==> config.mk <==
export PLATFORM = sky130hd
export DESIGN_NAME = deep_standby_power_control
export DESIGN_NICKNAME = d
export VERILOG_FILES = /design/src/power_ctrl_pkg.sv /design/src/deep_standby_power_control.sv /design/src/pending_latch.sv
export SDC_FILE = /design/constraint.sdc
export NUM_CORES = 1
export LEC_CHECK = 0
export ABC_AREA = 1
export CORE_MARGIN = 2
export CORE_UTILIZATION = 62
export CTS_CLUSTER_DIAMETER = 60
export DETAILED_ROUTE_END_ITERATION = 10
export DONT_BUFFER_PORTS = 1
export GPL_ROUTABILITY_DRIVEN = 1
export PLACE_DENSITY = 0.87
export RECOVER_POWER = 25
export SYNTH_ARGS = -nofsm -noshare
export SYNTH_HDL_FRONTEND = slang
export SYNTH_SLANG_ARGS = --single-unit
==> constraint.sdc <==
create_clock -name clk_i -period 1.3 [get_ports clk_i]
set_input_delay 0.065 -clock clk_i [delete_from_list [all_inputs] [get_ports clk_i]]
set_output_delay 0.065 -clock clk_i [all_outputs]
set_load 0.005 [all_outputs]
==> src/power_ctrl_pkg.sv <==
// Constants used by the deep standby power controller; the latch uses none.
// Assumes a single 40 MHz clock domain and software-driven control ports.
package power_ctrl_pkg;

    // =====================================================
    // Power modes
    typedef enum logic [2:0]
    {
        MODE_RUN      = 3'b000,
        MODE_SLEEP    = 3'b001,
        MODE_ALLSTOP  = 3'b010,
        MODE_SWSTBY   = 3'b011,
        MODE_DEEPSTBY = 3'b100,
        MODE_WAKE     = 3'b101
    } power_mode_t;

    // =====================================================
    // Control field positions and reset values
    localparam int          PORT_HOLD_BIT    = 15;
    localparam int          DEEP_BIT         = 14;
    localparam int          STBY_BIT         = 13;
    localparam int          ALLSTOP_BIT      = 12;
    localparam int          TIMER0_STOP_BIT  = 5;
    localparam int          TIMER1_STOP_BIT  = 4;
    localparam logic [15:0] SBY_RESET        = 16'h0000;
    localparam logic [31:0] STOP_A_RESET     = 32'hffff_ffff;
    localparam logic [31:0] STOP_BCD_RESET   = 32'hffff_ffff;
    localparam logic [1:0]  RET_CLK_RESET    = 2'h0;

    // =====================================================
    // Timing: reset pulse after deep standby wake
    localparam int          WAKE_RESET_NS    = 100;
    localparam int          CLK_PERIOD_NS    = 25;
    localparam int          WAKE_RESET_CYC   =
        (WAKE_RESET_NS + CLK_PERIOD_NS - 1) / CLK_PERIOD_NS;

endpackage

==> src/deep_standby_power_control.sv <==
// Low-power mode sequencer: sleep, all-module clock stop, standby and
// deep standby, with domain power gating and module stop clock gates.
// Assumes software drives control ports on clk_i; wake and emergency
// sources are asynchronous pins resynchronised here.
`timescale 1ns/1ps

module deep_standby_power_control
#(
    parameter int NUM_TIMERS = 2
)
(
    input  wire logic        clk_i,
    input  wire logic        rst_n_i,
    input  wire logic        sby_wr_i,
    input  wire logic [15:0] sby_wdata_i,
    input  wire logic        stop_wr_i,
    input  wire logic [1:0]  stop_sel_i,
    input  wire logic [31:0] stop_wdata_i,
    input  wire logic        ret_clk_wr_i,
    input  wire logic [1:0]  ret_clk_wdata_i,
    input  wire logic        lvd_enable_i,
    input  wire logic        wait_exec_i,
    input  wire logic        wake_irq_i,
    input  wire logic        eod_irq_i,
    input  wire logic        eod_irq_en_i,
    input  wire logic        eod_ack_i,
    output logic [15:0]      standby_control_reg_o,
    output logic [31:0]      peripheral_stop_ctrl_a_o,
    output logic [31:0]      peripheral_stop_ctrl_b_o,
    output logic [31:0]      peripheral_stop_ctrl_c_o,
    output logic [31:0]      peripheral_stop_ctrl_d_o,
    output logic [1:0]       sleep_return_clock_select_o,
    output logic [2:0]       power_mode_o,
    output logic             core_clk_en_o,
    output logic             periph_clk_en_o,
    output logic [NUM_TIMERS-1:0] timer_clk_en_o,
    output logic             osc_pll_en_o,
    output logic             core_pwr_en_o,
    output logic             flash_retain_o,
    output logic             port_hold_o,
    output logic             output_port_hold_enable_o,
    output logic             por_enable_o,
    output logic             lvd_run_o,
    output logic             wake_reset_o,
    output logic             wake_irq_o,
    output logic             eod_irq_o
);

    // =====================================================
    // Pin synchronisers, three stages, change on agreement
    logic [2:0] wake_sync_r;
    logic [2:0] eod_sync_r;
    logic       wake_lvl_r;
    logic       eod_lvl_r;
    logic       wake_lvl_nxt;
    logic       eod_lvl_nxt;

    always_comb
    begin
        wake_lvl_nxt = wake_lvl_r;
        eod_lvl_nxt  = eod_lvl_r;
        if (wake_sync_r[1] == wake_sync_r[2])
        begin
            wake_lvl_nxt = wake_sync_r[2];
        end
        if (eod_sync_r[1] == eod_sync_r[2])
        begin
            eod_lvl_nxt = eod_sync_r[2];
        end
    end

    always_ff @(posedge clk_i)
    begin
        if (!rst_n_i)
        begin
            wake_sync_r <= 3'h0;
            eod_sync_r  <= 3'h0;
            wake_lvl_r  <= 1'b0;
            eod_lvl_r   <= 1'b0;
        end
        else
        begin
            wake_sync_r <= {wake_sync_r[1:0], wake_irq_i};
            eod_sync_r  <= {eod_sync_r[1:0], eod_irq_i};
            wake_lvl_r  <= wake_lvl_nxt;
            eod_lvl_r   <= eod_lvl_nxt;
        end
    end

    // =====================================================
    // Control registers written by software
    logic [15:0] sby_r;
    logic [15:0] sby_nxt;
    logic [31:0] stop_r [4];
    logic [31:0] stop_nxt [4];
    logic [1:0]  ret_clk_r;
    logic [1:0]  ret_clk_nxt;

    always_comb
    begin
        sby_nxt     = sby_r;
        stop_nxt    = stop_r;
        ret_clk_nxt = ret_clk_r;
        if (sby_wr_i)
        begin
            sby_nxt = sby_wdata_i;
        end
        if (stop_wr_i)
        begin
            stop_nxt[stop_sel_i] = stop_wdata_i;
        end
        if (ret_clk_wr_i)
        begin
            ret_clk_nxt = ret_clk_wdata_i;
        end
    end

    always_ff @(posedge clk_i)
    begin
        if (!rst_n_i)
        begin
            sby_r     <= power_ctrl_pkg::SBY_RESET;
            stop_r[0] <= power_ctrl_pkg::STOP_A_RESET;
            stop_r[1] <= power_ctrl_pkg::STOP_BCD_RESET;
            stop_r[2] <= power_ctrl_pkg::STOP_BCD_RESET;
            stop_r[3] <= power_ctrl_pkg::STOP_BCD_RESET;
            ret_clk_r <= power_ctrl_pkg::RET_CLK_RESET;
        end
        else
        begin
            sby_r     <= sby_nxt;
            stop_r    <= stop_nxt;
            ret_clk_r <= ret_clk_nxt;
        end
    end

    // =====================================================
    // Mode sequencer
    power_ctrl_pkg::power_mode_t mode_r;
    power_ctrl_pkg::power_mode_t mode_nxt;
    logic [7:0] wcnt_r;
    logic [7:0] wcnt_nxt;
    logic       wirq_r;
    logic       wirq_nxt;
    logic       eod_set;
    logic       eod_pend;
    logic       eod_irq_r;
    logic       eod_irq_nxt;

    // Emergency source latched in any mode while eod_irq_en_i is high
    assign eod_set = eod_lvl_r && eod_irq_en_i;

    pending_latch u_eod_pend
    (
        .clk_i   (clk_i),
        .rst_n_i (rst_n_i),
        .set_i   (eod_set),
        .clr_i   (eod_ack_i),
        .pend_o  (eod_pend)
    );

    always_comb
    begin
        mode_nxt    = mode_r;
        wcnt_nxt    = wcnt_r;
        wirq_nxt    = 1'b0;
        eod_irq_nxt = 1'b0;
        case (mode_r)
            power_ctrl_pkg::MODE_RUN:
            begin
                eod_irq_nxt = eod_pend;
                if (wait_exec_i)
                begin
                    if (sby_r[power_ctrl_pkg::STBY_BIT])
                    begin
                        mode_nxt = sby_r[power_ctrl_pkg::DEEP_BIT] ?
                            power_ctrl_pkg::MODE_DEEPSTBY :
                            power_ctrl_pkg::MODE_SWSTBY;
                    end
                    else if (sby_r[power_ctrl_pkg::ALLSTOP_BIT])
                    begin
                        mode_nxt = power_ctrl_pkg::MODE_ALLSTOP;
                    end
                    else
                    begin
                        mode_nxt = power_ctrl_pkg::MODE_SLEEP;
                    end
                end
            end
            power_ctrl_pkg::MODE_SLEEP,
            power_ctrl_pkg::MODE_SWSTBY:
            begin
                if (wake_lvl_r)
                begin
                    mode_nxt = power_ctrl_pkg::MODE_RUN;
                    wirq_nxt = 1'b1;
                end
            end
            power_ctrl_pkg::MODE_ALLSTOP:
            begin
                if (wake_lvl_r)
                begin
                    mode_nxt = power_ctrl_pkg::MODE_RUN;
                    wirq_nxt = 1'b1;
                end
            end
            power_ctrl_pkg::MODE_DEEPSTBY:
            begin
                if (wake_lvl_r)
                begin
                    mode_nxt = power_ctrl_pkg::MODE_WAKE;
                    wcnt_nxt = 8'(power_ctrl_pkg::WAKE_RESET_CYC);
                end
            end
            power_ctrl_pkg::MODE_WAKE:
            begin
                wcnt_nxt = wcnt_r - 8'h01;
                if (wcnt_r == 8'h01)
                begin
                    mode_nxt = power_ctrl_pkg::MODE_RUN;
                end
            end
            default:
            begin
                mode_nxt = power_ctrl_pkg::MODE_RUN;
            end
        endcase
    end

    always_ff @(posedge clk_i)
    begin
        if (!rst_n_i)
        begin
            mode_r    <= power_ctrl_pkg::MODE_RUN;
            wcnt_r    <= 8'h00;
            wirq_r    <= 1'b0;
            eod_irq_r <= 1'b0;
        end
        else
        begin
            mode_r    <= mode_nxt;
            wcnt_r    <= wcnt_nxt;
            wirq_r    <= wirq_nxt;
            eod_irq_r <= eod_irq_nxt;
        end
    end

    // =====================================================
    // Domain enables derived from mode
    logic in_run;
    logic in_deep;
    logic clk_stopped;

    assign in_run      = (mode_r == power_ctrl_pkg::MODE_RUN);
    assign in_deep     = (mode_r == power_ctrl_pkg::MODE_DEEPSTBY);
    assign clk_stopped = (mode_r == power_ctrl_pkg::MODE_SWSTBY) || in_deep;

    assign core_clk_en_o   = in_run;
    assign periph_clk_en_o = in_run || (mode_r == power_ctrl_pkg::MODE_SLEEP);
    assign osc_pll_en_o    = !clk_stopped;
    assign core_pwr_en_o   = !in_deep && (mode_r != power_ctrl_pkg::MODE_WAKE);
    assign flash_retain_o  = in_deep;
    assign port_hold_o     = in_deep;
    assign output_port_hold_enable_o = sby_r[power_ctrl_pkg::PORT_HOLD_BIT];
    assign por_enable_o    = 1'b1;
    assign lvd_run_o       = lvd_enable_i;
    assign wake_reset_o    = (mode_r == power_ctrl_pkg::MODE_WAKE);
    assign wake_irq_o      = wirq_r;
    assign eod_irq_o       = eod_irq_r;

    localparam int TIMER_BIT[2] = '{power_ctrl_pkg::TIMER0_STOP_BIT,
                                    power_ctrl_pkg::TIMER1_STOP_BIT};
    genvar g;
    generate
        for (g = 0; g < NUM_TIMERS; g++)
        begin : g_timer
            assign timer_clk_en_o[g] = periph_clk_en_o &&
                !stop_r[0][TIMER_BIT[g % 2]];
        end
    endgenerate

    assign standby_control_reg_o       = sby_r;
    assign peripheral_stop_ctrl_a_o    = stop_r[0];
    assign peripheral_stop_ctrl_b_o    = stop_r[1];
    assign peripheral_stop_ctrl_c_o    = stop_r[2];
    assign peripheral_stop_ctrl_d_o    = stop_r[3];
    assign sleep_return_clock_select_o = ret_clk_r;
    assign power_mode_o                = mode_r;

endmodule

==> src/pending_latch.sv <==
// Sticky pending latch for the emergency output disable interrupt.
// Assumes set and clear come from logic on the same clock.
`timescale 1ns/1ps

module pending_latch
(
    input  wire logic clk_i,
    input  wire logic rst_n_i,
    input  wire logic set_i,
    input  wire logic clr_i,
    output logic      pend_o
);

    logic pend_r;
    logic pend_nxt;

    // =====================================================
    // Set wins over clear in the same cycle
    always_comb
    begin
        pend_nxt = pend_r;
        if (clr_i)
        begin
            pend_nxt = 1'b0;
        end
        if (set_i)
        begin
            pend_nxt = 1'b1;
        end
    end

    // Register
    always_ff @(posedge clk_i)
    begin
        if (!rst_n_i)
        begin
            pend_r <= 1'b0;
        end
        else
        begin
            pend_r <= pend_nxt;
        end
    end

    assign pend_o = pend_r;

endmodule

==> impl_metrics.tcl, run 1 <==
set metrics [dict create \
    die_w_um 103 \
    cts_setup_buffers 5 \
    async_flop_share_pct 0 \
    syn_avg_cell_area_um2 7.57 \
    post_cts_resized 32 \
    num_rows 35 \
    synth_ff_type "dfxtp_1" \
    stop_error "[ERROR RSZ-0060] Max buffer count reached." \
    gp_congestion 0.900 \
    status "did not finish" \
    die_h_um 103 \
    ys_ff_latch 168 \
    pin_count 226 \
    stop_stage "clock tree synthesis (4_1_cts)" \
    htreeDepth 4 \
    synth_edf_count 0 \
    ys_seq_area_share_pct 55.8 \
    portBuffers 0 \
    synth.distinct_cells 21 \
    cts-buffers-inserted 17 \
    cts.path.max_buffers 2 \
    ys.warnings.count 0 \
    synth_fp_nets 862 \
    cts-root-buf "clkbuf_8" \
    synthCells 797 \
    dp_cells 891 \
    dpl.hpwl_um 10500 \
    floorplan.initialDensity_pct 64.7 \
    clock-sinks 168 \
    cts_hold_buf 186 \
    syn_area_um2 6030 \
]
[per-stage QoR]
step | instance area, um2 | setup TNS, ns | hold WS (ns) | setup slack (ns)
3_5_place_dp | 6110 | -0.111 | 0.130 | -0.0425
2_1_floorplan | 6030 | 0 | 0.163 | 0.0936
3_3_place_gp | 6110 | 0 | 0.130 | 0.0446
[cell families after synthesis]
family	share of synthesized area (%)
adder cells (fa/ha/maj)	0.581
AND/OR/NAND/NOR	34.4
other	0.0622
flip-flops	55.8
buffers and inverters	5.81
AO/OA/AOI/OAI	3.34
[cell usage after synthesis, types with 4 or more instances]
master | count | area, um2
nand3_1 | 132 | 661
buf_2 | 10 | 50.1
nor2_1 | 62 | 233
nor3_2 | 4 | 40.0
o21ai_0 | 28 | 140
nor3_1 | 4 | 20.0
inv_1 | 31 | 116
buf_4 | 4 | 30.0
nand2_1 | 296 | 1110
clkbuf_1 | 35 | 131
inv_2 | 5 | 18.8
a21oi_1 | 7 | 35.0
dfxtp_1 | 168 | 3360
==> run 2: changes to the inputs <==
--- a/config.mk
+++ b/config.mk
@@ -7,12 +7,11 @@
 export LEC_CHECK = 0
 export ABC_AREA = 1
 export CORE_MARGIN = 2
-export CORE_UTILIZATION = 62
-export CTS_CLUSTER_DIAMETER = 60
+export CORE_UTILIZATION = 40
 export DETAILED_ROUTE_END_ITERATION = 10
 export DONT_BUFFER_PORTS = 1
 export GPL_ROUTABILITY_DRIVEN = 1
-export PLACE_DENSITY = 0.87
+export PLACE_DENSITY_LB_ADDON = 0.15
 export RECOVER_POWER = 25
 export SYNTH_ARGS = -nofsm -noshare
 export SYNTH_HDL_FRONTEND = slang
==> run 2 against run 1 <==
The flow now finishes without violations. Area after synthesis unchanged. Synthesized cell count unchanged.
==> impl_metrics.tcl, run 2 <==
set metrics [dict create \
    status "finished, final reports clean" \
    worstSetupStartpoint "rst_n_i" \
    ir_worst_vdd_mv 0.869 \
    cap_violations 0 \
    syn_to_final_growth_pct 42.6 \
    rsz0062_at_grt "yes" \
    vias 5947 \
    num_rows 44 \
    rr_worst_depth 9 \
    cp.depth 3 \
    clock-sinks 168 \
    ys_top_cells_by_count "296 x nand2_1, 168 x dfxtp_1, 132 x nand3_1" \
    critical_path.cell_chain "buf_16 -> dlygate4sd3_1 -> nand3_1" \
    cts_tree "built" \
    final_util_pct 58.7 \
    place_area_um2 6210 \
    worst-setup-path-type "in -> reg" \
    ys_seq_area_share_pct 55.8 \
    cts.path.max_buffers 2 \
    syn_area_um2 6030 \
    ant_nets 0 \
    synth_top_area_share_pct 55.8 \
    dr.pass1.iters 5 \
    cts-buffers-inserted 17 \
    timing.final.ws_setup_ns 0.00962 \
    leakage_nw 3.78 \
    p_per_area_nw_per_um2 1410 \
    die_h_um 127 \
    final_cell_area_um2 8600 \
    pin_count 226 \
    crit_path_start_kind "primary input" \
    tightest_slew_ns 0.785 \
    crit_end "peripheral_stop_ctrl_b_o[11]" \
    grt_pass1_vias 5966 \
    cts-root-buf "clkbuf_16" \
    overflow 0 \
    fin_crit_sh_pct 99.3 \
    gp_congestion 0.808 \
    dpl.hpwl_um 10900 \
    routed_wl_um 19700 \
    fillers 1301 \
    synth_fp_nets 862 \
    holdWs_ns 0.0282 \
    crit_family "buffers and inverters" \
    num_antenna_cells 0 \
    syn_avg_cell_area_um2 7.57 \
    r2r_end "wcnt_r[6]" \
    setup_viol 0 \
    endpoint_kind "register" \
    insertion_delay_ns 0.42 \
    final_common_cell "nand2_1" \
    synthCells 797 \
    synth_ff_type "dfxtp_1" \
    hold_viol 0 \
    nets 1021 \
    period_needed_ns 1.29 \
    max-slew-margin-rel_pct 47.5 \
    antenna_found_initial 0 \
    r2r_start "wcnt_r[1]" \
    grt_max_degree 100 \
    dp_slack_ns 0.0233 \
    whs_path_depth 5 \
    ys.warnings.count 0 \
    grt_pass1_wl_um 31200 \
    htreeDepth 4 \
    floorplan.initialDensity_pct 41.2 \
    avgRoutedWirePerCell_um 17.1 \
    vias_per_cell 5.17 \
    synth_area_leader_cell "dfxtp_1" \
    cp_slowest_stage_delay_ns 1.09 \
    fmax_mhz 775 \
    worstPathRequired_ns 1.56 \
    multi_input_area_um2 2410 \
    cp.arrival_ns 1.55 \
    hold_path.class "in -> reg" \
    core_area_um2 14600 \
    drive_gt1_share_pct 8.79 \
    slew_violations 0 \
    crit_fanout 99 \
    synthTopCellsByArea "dfxtp_1 56%, nand2_1 18%, nand3_1 11%" \
    die_w_um 127 \
    slowest_stage "dlygate4sd3_1" \
    ys_ff_latch 168 \
    yosysMostFrequentCell "nand2_1" \
    dieArea_um2 16100 \
    critPathBufInv 2 \
    final_cell_mix "292 x nand2_1, 165 x dfxtp_1, 165 x dlygate4sd3_1, 131 x nand3_1, 51 x nor2_1" \
    synth_edf_count 0 \
    async_flop_share_pct 0 \
    r2r_slack_ns 0.03 \
    path_clk_slew_ns 0.06 \
    drc_errors 0 \
    final.setup_skew_ns 0.00516 \
    ff_latch_area_um2 3370 \
    setup_tns_ns 0 \
    drt_iter0_markers 337 \
    grt_use_total_pct 24.7 \
    synth.distinct_cells 21 \
    portBuffers 0 \
]
run 2: cell type report:
type	count	share of cell area (%)
Inverter	37	1.70
Clock inverter	8	1.13
Clock buffer	22	5.51
Tap cell	184	2.68
Sequential cell	168	39.2
Multi-Input combinational cell	543	28.0
Timing Repair Buffer	189	21.8
run 2: kinds of logic (layout without fill, tap and decap cells):
family	count (synthesis)	in the layout	share of synthesized area [%]
flops	168	168	55.8
compound gates	39	39	3.34
other cells	1	1	0.0622
fa+ha+maj	3	3	0.581
simple gates	500	500	34.4
buf+inv	86	256	5.81
run 2: metal layers:
metal	global-route usage [%]	vias up	routed length, um
met2	41.1	251	9330
li1	-	2851	-
met4	8.34	0	450
met3	9.62	43	1960
met5	0	-	0
met1	29.4	2802	7970
run 2: worst min-delay path by stage:
stage            startpoint              end
3_3_place_gp   lvd_enable_i        lvd_run_o
2_1_floorplan     eod_irq_i    eod_sync_r[0]
5_1_grt         wait_exec_i  power_mode_o[0]
4_1_cts         wait_exec_i  power_mode_o[0]
6_report        wait_exec_i  power_mode_o[0]
3_5_place_dp   lvd_enable_i        lvd_run_o
run 2: worst min-delay path, stage by stage:
cell,delay (ns)
inv_1,0.03
nand2_1,0.11
nand4_1,0.10
nand2_1,0.06
nor2_1,0.04
run 2: power breakdown:
| part | leakage, nW | total [mW] | switching [mW] | internal, mW |
|---|---|---|---|---|
| registers | 1.38 | 5.71 | 0.266 | 5.45 |
| clock network | 0.274 | 4.92 | 1.97 | 2.95 |
| logic | 2.12 | 1.47 | 0.740 | 0.727 |
run 2: repair_timing:
action / 4_1_cts / 5_1_grt
gates resized for setup: 16 / 28
hold endpoints to repair: 168 / 0
setup endpoints to repair: 7 / 88
buffers inserted: 3 / 1
hold buffers: 167 / 0
pin swaps: 4 / 3
run 2: metrics by stage:
stage	total power, mW	instances
4_1_cts	12.1	1150
2_1_floorplan	6.44	797
3_3_place_gp	6.66	950
5_1_grt	12.6	1151
6_report	12.1	1151
3_5_place_dp	6.70	950
(Power assumes the default switching activity.)
